<file path="src/hdl/dlat_pkg.sv">
// constants and types shared by the dnp event throttle block
package dlat_pkg;
  // ===========================================================
  // event buffer
  localparam int EVT_CAP   = 100;
  localparam int ING_DEPTH = 32;
  localparam int EVT_DW    = 14;
  typedef struct packed {
    logic [1:0]        cls;
    logic [EVT_DW-1:0] data;
  } dlat_evt_t;
  localparam int EVT_W = $bits(dlat_evt_t);
  // ===========================================================
  // time base
  localparam int CLK_PERIOD_NS   = 10;
  localparam int MS_NS           = 1000000;
  localparam int MS_CYC          = (MS_NS + CLK_PERIOD_NS - 1) / CLK_PERIOD_NS;
  localparam int INT_OVF_HOLD_MS = 10;
  // ===========================================================
  // settings and encodings
  localparam int N_CLS    = 3;
  localparam int N_SCALE  = 5;
  localparam int INT_SCALE = 100;
  localparam logic [1:0]  UNSOL_IMMEDIATE = 2'h1;
  localparam logic [15:0] LFSR_SEED       = 16'hace1;
  typedef struct packed {
    logic [15:0] delay_ms;
    logic [7:0]  count;
  } dlat_throttle_t;
  typedef enum logic [2:0] {
    ST_IDLE,
    ST_WAIT,
    ST_BACKOFF,
    ST_SEND,
    ST_DRAIN
  } dlat_state_t;
endpackage : dlat_pkg

</file>
<file path="src/hdl/dlat_top.sv">
// event buffer, send throttle, csma link access, counters and scaling
`timescale 1ns/1ps
`default_nettype none

// ===========================================================
// fifo with a random-access peek relative to the head
module dlat_fifo #(
  parameter int W     = 16,
  parameter int DEPTH = 32,
  localparam int AW   = $clog2(DEPTH),
  localparam int CW   = $clog2(DEPTH + 1)
) (
  input  wire logic          clk_i,
  input  wire logic          rst_n_i,
  input  wire logic          in_valid_i,
  input  wire logic [W-1:0]  in_data_i,
  output logic               in_ready_o,
  output logic               out_valid_o,
  output logic [W-1:0]       out_data_o,
  input  wire logic          out_ready_i,
  input  wire logic [AW-1:0] peek_idx_i,
  output logic [W-1:0]       peek_data_o,
  output logic [CW-1:0]      count_o
);
  function automatic logic [AW-1:0] wrap_inc(input logic [AW-1:0] p);
    wrap_inc = (p == AW'(DEPTH - 1)) ? '0 : p + 1'b1;
  endfunction : wrap_inc

  logic [W-1:0]  mem [DEPTH];
  logic [AW-1:0] wr_ff;
  logic [AW-1:0] rd_ff;
  logic [CW-1:0] cnt_ff;
  logic          push;
  logic          pop;
  logic [AW:0]   pk_sum;
  logic [AW:0]   pk_adj;

  assign in_ready_o  = (cnt_ff != CW'(DEPTH));
  assign out_valid_o = (cnt_ff != '0);
  assign out_data_o  = mem[rd_ff];
  assign push        = in_valid_i & in_ready_o;
  assign pop         = out_ready_i & out_valid_o;
  assign pk_sum      = {1'b0, rd_ff} + {1'b0, peek_idx_i};
  assign pk_adj      = (pk_sum >= (AW+1)'(DEPTH)) ?
                       pk_sum - (AW+1)'(DEPTH) : pk_sum;
  assign peek_data_o = mem[pk_adj[AW-1:0]];
  assign count_o     = cnt_ff;

  always_ff @(posedge clk_i) begin
    if (push) begin
      mem[wr_ff] <= in_data_i;
    end
  end

  always_ff @(posedge clk_i) begin
    if (!rst_n_i) begin
      wr_ff  <= '0;
      rd_ff  <= '0;
      cnt_ff <= '0;
    end else begin
      if (push) wr_ff <= wrap_inc(wr_ff);
      if (pop)  rd_ff <= wrap_inc(rd_ff);
      cnt_ff <= cnt_ff + CW'(push) - CW'(pop);
    end
  end
endmodule : dlat_fifo

// ===========================================================
// top
// Contract
// Event store holds at most 100 events; further events are dropped as overflow.
// Unsolicited report per class when delay expires or count reached.
// Delay 0 with count 1 sends each class event immediately.
// Overflow indication is raised while the event store has overflowed.
// Internal path overflow also raises it and clears itself later.
// Master should run an integrity scan after the indication clears.
// Frozen counter per counter, same index, static only, no events.
// Collision detection is switchable; collision avoidance always runs.
// Wait busy link, back off when idle, resample, send if idle.
// Backoff equals silent interval plus random delay.
// Maximum random delay is slot width in ms times max slots.
// Random delay is whole slots 0..max, fresh random per backoff.
// With detection on, collision aborts at once and retries via avoidance.
// Scale index 0 uses fixed factor; 1..5 uses user factor.
// Deadband is judged on the fixed-scaled value regardless of presentation.
// Startup mode 1 starts unsolicited reporting without master permission.
module dlat_top import dlat_pkg::*; #(
  parameter int unsigned MS_CYCLES = MS_CYC,
  parameter int          N_CNT     = 8,
  localparam int CIW = $clog2(N_CNT)
) (
  input  wire logic             clk_i,
  input  wire logic             rst_n_i,
  input  wire logic             evt_valid_i,
  input  wire dlat_evt_t        evt_i,
  output logic                  evt_ready_o,
  input  wire logic [1:0]       unsolicited_startup_mode_i,
  input  wire logic             unsol_enable_i,
  input  wire logic [15:0]      class1_event_delay_i,
  input  wire logic [7:0]       class1_event_count_i,
  input  wire logic [15:0]      class2_event_delay_i,
  input  wire logic [7:0]       class2_event_count_i,
  input  wire logic [15:0]      class3_event_delay_i,
  input  wire logic [7:0]       class3_event_count_i,
  input  wire logic             iin23_clear_i,
  output logic                  iin23_o,
  output logic [6:0]            evt_pending_o,
  input  wire logic             collision_detect_enable_i,
  input  wire logic [15:0]      silent_interval_setting_i,
  input  wire logic [7:0]       backoff_slot_width_i,
  input  wire logic [7:0]       backoff_max_slots_i,
  input  wire logic             link_busy_i,
  input  wire logic             collision_i,
  output logic                  tx_valid_o,
  output dlat_evt_t             tx_evt_o,
  output logic                  tx_last_o,
  input  wire logic             tx_ready_i,
  output logic                  tx_abort_o,
  output logic                  tx_active_o,
  input  wire logic [N_CNT-1:0] cnt_inc_i,
  input  wire logic             freeze_i,
  input  wire logic [CIW-1:0]   cnt_idx_i,
  output logic [15:0]           cnt_o,
  output logic [15:0]           frz_o,
  input  wire logic [15:0]      ana_value_i,
  input  wire logic [2:0]       scale_idx_i,
  input  wire logic [15:0]      user_scale_factor_1_i,
  input  wire logic [15:0]      user_scale_factor_2_i,
  input  wire logic [15:0]      user_scale_factor_3_i,
  input  wire logic [15:0]      user_scale_factor_4_i,
  input  wire logic [15:0]      user_scale_factor_5_i,
  input  wire logic [15:0]      deadband_i,
  output logic [15:0]           ana_scaled_o,
  output logic                  ana_evt_o
);
  // ===========================================================
  // time base and random source
  logic [16:0] ms_cnt_ff;
  logic        tick;
  logic [15:0] lfsr_ff;
  assign tick = (ms_cnt_ff == 17'(MS_CYCLES - 1));

  always_ff @(posedge clk_i) begin
    if (!rst_n_i) begin
      ms_cnt_ff <= '0;
      lfsr_ff   <= LFSR_SEED;
    end else begin
      ms_cnt_ff <= tick ? '0 : ms_cnt_ff + 1'b1;
      lfsr_ff   <= {lfsr_ff[14:0],
                    lfsr_ff[15] ^ lfsr_ff[13] ^ lfsr_ff[12] ^ lfsr_ff[10]};
    end
  end

  // ===========================================================
  // internal path fifo feeding the event store
  dlat_state_t state_ff;
  localparam int SCW = $clog2(EVT_CAP + 1);
  localparam int SAW = $clog2(EVT_CAP);
  dlat_evt_t      ing_evt;
  dlat_evt_t      peek_evt;
  logic           ing_valid;
  logic           ing_ready;
  logic           st_in_ready;
  logic           st_pop;
  logic [SCW-1:0] st_count;
  logic [6:0]     idx_ff;
  logic           store_push;
  logic           store_drop;
  logic           ing_lost;

  // the store takes no writes while draining, so peek slots stay put
  assign ing_ready  = (state_ff != ST_DRAIN);
  assign store_push = ing_valid & ing_ready & st_in_ready;
  assign store_drop = ing_valid & ing_ready & ~st_in_ready;
  assign st_pop     = (state_ff == ST_DRAIN) && (idx_ff != '0);

  dlat_fifo #(.W(EVT_W), .DEPTH(ING_DEPTH)) u_ing (
    .clk_i       (clk_i),
    .rst_n_i     (rst_n_i),
    .in_valid_i  (evt_valid_i),
    .in_data_i   (evt_i),
    .in_ready_o  (evt_ready_o),
    .out_valid_o (ing_valid),
    .out_data_o  (ing_evt),
    .out_ready_i (ing_ready),
    .peek_idx_i  ('0),
    .peek_data_o (),
    .count_o     ()
  );

  dlat_fifo #(.W(EVT_W), .DEPTH(EVT_CAP)) u_store (
    .clk_i       (clk_i),
    .rst_n_i     (rst_n_i),
    .in_valid_i  (ing_valid & ing_ready),
    .in_data_i   (ing_evt),
    .in_ready_o  (st_in_ready),
    .out_valid_o (),
    .out_data_o  (),
    .out_ready_i (st_pop),
    .peek_idx_i  (idx_ff[SAW-1:0]),
    .peek_data_o (peek_evt),
    .count_o     (st_count)
  );

  // ===========================================================
  // overflow indication
  logic       buf_ovf_ff;
  logic [7:0] hold_ff;
  assign ing_lost = evt_valid_i & ~evt_ready_o;

  always_ff @(posedge clk_i) begin
    if (!rst_n_i) begin
      buf_ovf_ff    <= 1'b0;
      hold_ff       <= '0;
      iin23_o       <= 1'b0;
      evt_pending_o <= '0;
    end else begin
      // a drop in the clearing cycle keeps the flag set
      buf_ovf_ff <= store_drop | (buf_ovf_ff & ~iin23_clear_i);
      if (ing_lost) begin
        hold_ff <= 8'(INT_OVF_HOLD_MS);
      end else if (tick && hold_ff != '0) begin
        hold_ff <= hold_ff - 1'b1;
      end
      iin23_o       <= buf_ovf_ff | (hold_ff != '0);
      evt_pending_o <= 7'(st_count);
    end
  end

  // ===========================================================
  // per-class send throttles
  dlat_throttle_t thr [N_CLS];
  logic [N_CLS-1:0] due;
  logic             snap;
  logic             unsol_on;
  assign thr[0] = '{class1_event_delay_i, class1_event_count_i};
  assign thr[1] = '{class2_event_delay_i, class2_event_count_i};
  assign thr[2] = '{class3_event_delay_i, class3_event_count_i};
  assign unsol_on = (unsolicited_startup_mode_i == UNSOL_IMMEDIATE) |
                    unsol_enable_i;
  assign snap = (state_ff == ST_IDLE) && unsol_on && (|due) &&
                (st_count != '0);

  for (genvar c = 0; c < N_CLS; c++) begin : g_cls
    logic [7:0]  pend_ff;
    logic [15:0] age_ff;
    logic        hit;
    assign hit = store_push && (ing_evt.cls == 2'(c + 1));
    // delay 0 or count 1 make a single pending event due at once
    assign due[c] = (pend_ff != '0) && ((age_ff >= thr[c].delay_ms) ||
                    (pend_ff >= thr[c].count));
    always_ff @(posedge clk_i) begin
      if (!rst_n_i) begin
        pend_ff <= '0;
        age_ff  <= '0;
      end else if (snap) begin
        pend_ff <= 8'(hit);
        age_ff  <= '0;
      end else begin
        if (hit && pend_ff != 8'hff) pend_ff <= pend_ff + 1'b1;
        if (pend_ff == '0) begin
          age_ff <= '0;
        end else if (tick && age_ff != 16'hffff) begin
          age_ff <= age_ff + 1'b1;
        end
      end
    end
  end

  // ===========================================================
  // link access: avoidance, detection, send and drain
  logic [16:0] rnd_prod;
  logic [7:0]  slots;
  logic [15:0] rnd_ms;
  logic [16:0] bo_load;
  logic [16:0] bo_ff;
  logic [6:0]  snap_n_ff;
  logic        coll_hit;
  assign rnd_prod = lfsr_ff[7:0] * ({1'b0, backoff_max_slots_i} + 9'h001);
  assign slots    = rnd_prod[15:8];
  assign rnd_ms   = slots * backoff_slot_width_i;
  assign bo_load  = {1'b0, silent_interval_setting_i} + {1'b0, rnd_ms};
  assign coll_hit = collision_detect_enable_i & collision_i;

  always_ff @(posedge clk_i) begin
    if (!rst_n_i) begin
      state_ff    <= ST_IDLE;
      bo_ff       <= '0;
      idx_ff      <= '0;
      snap_n_ff   <= '0;
      tx_valid_o  <= 1'b0;
      tx_evt_o    <= '0;
      tx_last_o   <= 1'b0;
      tx_abort_o  <= 1'b0;
      tx_active_o <= 1'b0;
    end else begin
      tx_abort_o <= 1'b0;
      case (state_ff)
        ST_IDLE: begin
          if (snap) begin
            snap_n_ff <= 7'(st_count);
            idx_ff    <= '0;
            state_ff  <= ST_WAIT;
          end
        end
        ST_WAIT: begin
          if (!link_busy_i) begin
            bo_ff    <= bo_load;
            state_ff <= ST_BACKOFF;
          end
        end
        ST_BACKOFF: begin
          if (bo_ff == '0) begin
            state_ff    <= link_busy_i ? ST_WAIT : ST_SEND;
            tx_active_o <= ~link_busy_i;
          end else if (tick) begin
            bo_ff <= bo_ff - 1'b1;
          end
        end
        ST_SEND: begin
          if (coll_hit) begin
            // retry restarts the whole message from its first event
            tx_valid_o  <= 1'b0;
            tx_abort_o  <= 1'b1;
            tx_active_o <= 1'b0;
            idx_ff      <= '0;
            state_ff    <= ST_WAIT;
          end else if (!tx_valid_o) begin
            tx_valid_o <= 1'b1;
            tx_evt_o   <= peek_evt;
            tx_last_o  <= (idx_ff == snap_n_ff - 1'b1);
          end else if (tx_ready_i) begin
            tx_valid_o <= 1'b0;
            idx_ff     <= idx_ff + 1'b1;
            if (tx_last_o) begin
              tx_active_o <= 1'b0;
              state_ff    <= ST_DRAIN;
            end
          end
        end
        ST_DRAIN: begin
          if (idx_ff == '0) begin
            state_ff <= ST_IDLE;
          end else begin
            idx_ff <= idx_ff - 1'b1;
          end
        end
        default: begin
          state_ff <= ST_IDLE;
        end
      endcase
    end
  end

  // ===========================================================
  // counters and frozen counters (static reads only, no events)
  logic [15:0] cnt_ff [N_CNT];
  logic [15:0] frz_ff [N_CNT];
  for (genvar i = 0; i < N_CNT; i++) begin : g_cnt
    always_ff @(posedge clk_i) begin
      if (!rst_n_i) begin
        cnt_ff[i] <= '0;
        frz_ff[i] <= '0;
      end else begin
        cnt_ff[i] <= cnt_ff[i] + 16'(cnt_inc_i[i]);
        if (freeze_i) frz_ff[i] <= cnt_ff[i];
      end
    end
  end

  // ===========================================================
  // analogue scaling and deadband
  logic [15:0] factor;
  logic [31:0] prod;
  logic [31:0] quot;
  logic [15:0] last_ff;
  logic [15:0] diff;
  always_comb begin
    case (scale_idx_i)
      3'h1:    factor = user_scale_factor_1_i;
      3'h2:    factor = user_scale_factor_2_i;
      3'h3:    factor = user_scale_factor_3_i;
      3'h4:    factor = user_scale_factor_4_i;
      3'h5:    factor = user_scale_factor_5_i;
      default: factor = 16'(INT_SCALE);
    endcase
  end
  // input already carries the fixed factor; rescale by factor/fixed
  assign prod = ana_value_i * factor;
  assign quot = prod / 32'(INT_SCALE);
  assign diff = (ana_value_i >= last_ff) ? ana_value_i - last_ff :
                last_ff - ana_value_i;

  always_ff @(posedge clk_i) begin
    if (!rst_n_i) begin
      cnt_o        <= '0;
      frz_o        <= '0;
      ana_scaled_o <= '0;
      ana_evt_o    <= 1'b0;
      last_ff      <= '0;
    end else begin
      cnt_o        <= cnt_ff[cnt_idx_i];
      frz_o        <= frz_ff[cnt_idx_i];
      ana_scaled_o <= (quot > 32'h0000ffff) ? 16'hffff : quot[15:0];
      ana_evt_o    <= (diff > deadband_i);
      if (diff > deadband_i) last_ff <= ana_value_i;
    end
  end
endmodule : dlat_top

`default_nettype wire

</file>
<file path="config.mk">
export PLATFORM = sky130hd
export DESIGN_NAME = dlat_top
export DESIGN_NICKNAME = d
export VERILOG_FILES = /design/src/hdl/dlat_pkg.sv /design/src/hdl/dlat_top.sv
export SDC_FILE = /design/constraint.sdc
export NUM_CORES = 2
export LEC_CHECK = 0
export BUFFER_PORTS_ARGS = -buffer_cell sky130_fd_sc_hd__buf_2
export CORE_UTILIZATION = 58
export DETAILED_ROUTE_END_ITERATION = 12
export PLACE_DENSITY_LB_ADDON = 0.15
export SLEW_MARGIN = 5
export SYNTH_ARGS = -nofsm -noshare
export SYNTH_HDL_FRONTEND = slang
export SYNTH_HIERARCHICAL = 1
export SYNTH_SLANG_ARGS = --single-unit
</file>
<file path="constraint.sdc">
create_clock -name clk_i -period 27.1 [get_ports clk_i]
set_clock_uncertainty 0.2 [all_clocks]
set_input_delay 5.42 -clock clk_i [delete_from_list [all_inputs] [get_ports clk_i]]
set_output_delay 5.42 -clock clk_i [all_outputs]
set_load 0.05 [all_outputs]
</file>
[Word-level counts from Yosys, hierarchy flattened]
Memory sizes are Yosys's and may differ from the RTL's. A register that Yosys moved wholly into a read port is not among the register bits.
Index checks and enable logic that the tools add are counted.
W data, S select, Z words.
Operators by class
  multiply operators: 3
  mux-type cells: 73
  order comparisons: 10
  bitwise gates (word level): 37
  add/sub/neg operators: 34
  eq/ne operators: 38
  div/mod/pow operators: 1
  reductions and logical operators: 57
Operators by type and width (number)
  $mux W16: 18
  $add A16 B1 Y16: 8
  $pmux W16 S5: 1
  $ge A16 B16 Y1: 4
  $mux W7: 8
  $mux W17: 3
  $add A16 B1 Y16 const B: 3
  $ne A16 B16 Y1 const B: 3
  $pmux W17 S2: 1
  $div A32 B7 Y32 const B: 1
  $gt A32 B16 Y1 const B: 1
  $mul A16 B16 Y32: 1
  $reduce_bool A8 Y1: 4
  $sub A16 B16 Y16: 2
  $add A8 B1 Y8 const B: 3
  $ge A8 B8 Y1: 3
  $logic_not A8 Y1: 3
  $mux W1: 24
  $mux W3: 8
  $ne A8 B8 Y1 const B: 3
  $add A7 B1 Y7 const B: 3
  $pmux W7 S3: 1
  $mux W5: 4
  $or A1 B1 Y1: 19
  other kinds (55): 124
Storage, ports and cells
  memory bits (writable): 2368
  output and inout port bits: 78
  register bits: 230
  word-level logic and storage cells: 290
  memories kept: 4
  bits of input ports: 258
Memories
  u_store.mem: depth 100, bits a word 16, read ports 1, clocked after memory_dff 1, write ports 1, RTL line dlat_top.sv:29  | logic [W-1:0] mem [DEPTH];
  u_ing.mem: depth 32, bits a word 16, read ports 1, clocked after memory_dff 1, write ports 1, RTL line dlat_top.sv:29
  cnt_ff: depth 8, bits a word 16, read ports 9, clocked after memory_dff 1, write ports 8, RTL line dlat_top.sv:357  | logic [15:0] cnt_ff [N_CNT];
  frz_ff: depth 8, bits a word 16, read ports 1, clocked after memory_dff 1, write ports 8, RTL line dlat_top.sv:358  | logic [15:0] frz_ff [N_CNT];

[Longest topological paths before layout]
  depth after elaboration: 8
  gate-level depth with buffers: 91
  gate-level depth less buffers: 77

[By module]
The synthesis kept the hierarchy.
By module, submodules not included
  dlat_fifo (u_store): seq. area each 48606.6 um^2, area each 76235.6 um^2, cells an instance 3740, instances 1
  dlat_top: seq. area each 11230.8 um^2, area each 44964.4 um^2, cells an instance 5154, instances 1
  dlat_fifo (u_ing): seq. area each 15795.1 um^2, area each 24731.2 um^2, cells an instance 1165, instances 1

[Least setup slack after synthesis]
No wires, ideal clock.
  path kind: input-to-reg
  from: input scale_idx_i[0]
  to: register ana_scaled_o[0]
  path slack: 1.214 ns
  path buffers: 10
  library setup time: 0.134 ns
  required time: 26.766 ns
  stages: 83
  arrival: 25.552 ns
  path through: clkbuf_1 > clkbuf_1 > clkbuf_1 > mux2i_1 > o22ai_1 > clkbuf_1 > nand2_1 > fa_1 > inv_1 > fa_1 > inv_1 > fa_1 > inv_1 > fa_1 > fa_1 > inv_1 > fa_1 > inv_1 > [... 47 more ...] > o32a_1 > or2_1 > buf_2 > o311ai_4 > nor3_1 > o21ai_1 > nand2_1 > o31ai_1 > nand3_1 > a311o_1 > and3b_4 > or4_1 > buf_2 > a31o_1 > a21oi_1 > o221ai_1 > a21oi_1 > o22ai_1
On the way
  longest elaborated chain between the ends: 6
  elaborated cells on any way between the ends: 10
  those cells by class: mul (1); div (1); order compare (1); eq/ne (5); mux (2)
RTL lines
  start, declared: RTL line dlat_top.sv:126  | input wire logic [2:0] scale_idx_i,
  $eq A3 B3 Y1 (tied with other cells): RTL line dlat_top.sv:379  | case (scale_idx_i)
  $pmux W16 S5 (*): RTL line dlat_top.sv:379
  $mul A16 B16 Y32 (*): RTL line dlat_top.sv:389  | assign prod = ana_value_i * factor;
  $div A32 B7 Y32 (*): RTL line dlat_top.sv:390  | assign quot = prod / 32'(INT_SCALE);
  $gt A32 B16 Y1: RTL line dlat_top.sv:404  | ana_scaled_o <= (quot > 32'h0000ffff) ? 16'hffff : quot[15:0];
  $mux W16 (*): RTL line dlat_top.sv:404
  end signal, assigned: RTL line dlat_top.sv:404
  end, declared: RTL line dlat_top.sv:133  | output logic [15:0] ana_scaled_o,
Every way passes the cells marked *; elsewhere a longest branch is shown, timed or not.
A chain may end at the register's enable or synchronous reset.

[Worst setup path in the final report]
Same ends and word-level chain as after synthesis.

==> impl_metrics.env <==
export IMPL_port_buffers=335
export IMPL_ys_warn_count=6
export IMPL_grt_util_met3_pct=4.61
export IMPL_start_util_pct=58.6
export IMPL_synth_fp_nets=9988
export IMPL_vias_per_cell=6.25
export IMPL_cpMaxStageDelayCell="or4_1"
export IMPL_multi_input_area_um2=50400
export IMPL_first_iter_violations=8589
export IMPL_final_hold_violation_count=0
export IMPL_regToRegStartpoint="lfsr_ff[3]$_SDFF_PN0_"
export IMPL_fin_crit_sh_pct=97.0
export IMPL_drt_wirelength_per_cell_um=25.2
export IMPL_cap_violations=0
export IMPL_ctsHoldBuffers=0
export IMPL_die_area_um2=225000
export IMPL_grt_pass1_vias=79300
export IMPL_crit_fanout=16
export IMPL_syn_area_um2=129000
export IMPL_crit_buf_inv=12
export IMPL_syn_area_per_cell_um2=14.2
export IMPL_clk_pin_slew_ns=0.06
export IMPL_fillerInstances=15700
export IMPL_die_w_um=474
export IMPL_status="finished clean"
export IMPL_busiest_layer="met2"
export IMPL_io_pins=336
export IMPL_cts_buffer_depth=4
export IMPL_syn_inst=9078
export IMPL_seqCellArea_um2=75500
export IMPL_arrival_ns=26.80
export IMPL_maxSlewViolCount=0
export IMPL_vias=79700
export IMPL_htree_num_levels=5
export IMPL_crit_family="compound AO/OA/AOI/OAI gates"
export IMPL_grtUsageMet1_pct=40.6
export IMPL_reg2reg_setup_slack_ns=16.76
export IMPL_worstHoldStart="lfsr_ff[14]$_SDFF_PN0_"
export IMPL_antenna_found_initial=16
export IMPL_min_path_type="reg2reg"
export IMPL_hold_end="lfsr_ff[15]$_SDFF_PN1_"
export IMPL_grt_pass1_wl_mm=486
export IMPL_start_kind="input pin"
export IMPL_die_h_um=474
export IMPL_timing_hold_ws_ns=0.204
export IMPL_grt_start_max_net_pins=122
export IMPL_dr_pass1_iters=6
export IMPL_setup_viol=0
export IMPL_clock_sinks=2651
export IMPL_tightestPinTransition_ns=1.32
export IMPL_cts_made_buffers=291
export IMPL_crit_type="in2reg"
export IMPL_crit_path_max_incr_delay_ns=0.59
export IMPL_drc_errors=0
export IMPL_r2r_end="bo_ff[16]$_SDFFE_PN0P_"
export IMPL_gp_congestion=0.908
export IMPL_rows=172
export IMPL_post_route_cells_drive_above_1_share_pct=19.8
export IMPL_fmax_mhz=38.0
export IMPL_fin_crit_ns=26.30
export IMPL_crit_cells=81
export IMPL_grt_ovfl_total=0
export IMPL_routed_wl_mm=321
export IMPL_critPathCaptureType="register"
export IMPL_clockRootBuffer="clkbuf_16"
export IMPL_required_ns=27.60
export IMPL_holdPathStages=1
export IMPL_cts_tree="done"
export IMPL_relSlewSlack_pct=11.9
export IMPL_grt_util_met2_pct=45.5
export IMPL_fin_nets=10500
export IMPL_drtAntennaViolNets=0
export IMPL_clkLatencyLatePin_ns=0.94
export IMPL_dpl_hpwl_mm=207
export IMPL_worstRegToRegCells=46
export IMPL_grt_usage_pct=28.7
export IMPL_area_growth_pct=12.1
export IMPL_core_um2=220000
-- area by class of cell --
type | instances | area share (%)
Inverter | 549 | 1.43
Antenna cell | 9 | 0.0156
Multi-Input combinational cell | 5434 | 34.8
Sequential cell | 2651 | 52.2
Clock buffer | 387 | 5.53
Clock inverter | 116 | 0.619
Tap cell | 2958 | 2.56
Timing Repair Buffer | 653 | 2.87
-- what timing repair did --
action	in CTS	in global routing
resized for setup	0	97
buffers inserted	0	42
endpoints found under the setup margin	0	4
-- stage by stage --
stage               setup TNS [ns]  cell area (um2)  setup slack, ns  utilization [%]  std cells
floorplan                        0           129000             1.21                -       9078
global placement            -0.866           135000           -0.503             61.2      12200
detailed placement           -1.22           135000           -0.643             61.2      12200
CTS                              0           144000            0.150             65.3      12700
global route                -0.177           145000           -0.177             65.7      12800
finish                           0           145000            0.802             65.7      12800
-- worst max path at each step --
stage                   startpoint                          to  slack [ns]
finish              scale_idx_i[0]  ana_scaled_o[0]$_SDFF_PN0_        0.80
CTS                 scale_idx_i[0]  ana_scaled_o[0]$_SDFF_PN0_        0.15
global placement    scale_idx_i[0]  ana_scaled_o[0]$_SDFF_PN0_       -0.50
detailed placement  scale_idx_i[0]  ana_scaled_o[0]$_SDFF_PN0_       -0.64
floorplan           scale_idx_i[0]  ana_scaled_o[0]$_SDFF_PN0_        1.21
global route        scale_idx_i[1]  ana_scaled_o[0]$_SDFF_PN0_       -0.18
-- metal layers --
| metal | part of all wire [%] | up-vias |
|---|---|---|
| met5 | 0.011 | - |
| met4 | 3.3 | 6 |
| met3 | 8.3 | 577 |
| met2 | 48 | 3442 |
| met1 | 41 | 40600 |
| li1 | - | 35200 |
-- cells in the final DEF (no fill, tap or decap), types with 24 or more instances in the layout --
cell type	instances
a32oi_1	41
edfxtp_1	2240
nand2b_1	68
a21o_1	66
o31ai_1	28
and2_1	212
clkbuf_1	74
fa_1	289
nor2_2	26
a22oi_1	26
nor2b_1	55
xor2_1	170
clkinv_2	36
xnor2_1	139
a211oi_1	27
o21a_1	24
nand2_1	631
dfxtp_1	407
nand3_1	243
nor3_1	84
mux4_2	624
clkinv_1	50
inv_1	540
clkbuf_16	304
a31oi_1	33
o21ai_0	181
o22ai_1	26
buf_4	313
ha_1	360
o21ai_1	42
a21oi_1	310
mux2i_1	175
or3_1	56
nor2_1	645
o211ai_1	40
and3_1	199
buf_2	332
nand4_1	86
-- flip-flops by register name (all words and copies together), names as in the netlist, 17 cells and up, named ones only --
signal,count
ms_cnt_ff,17
cnt_ff,128
bo_ff,17
g_cls.pend_ff,24
g_cls.age_ff,48
frz_ff,128
u_store/mem,1600
u_ing/mem,512
Power is not shown: default switching activity piles up to over one toggle a cycle in this logic, so the estimate is an artifact.
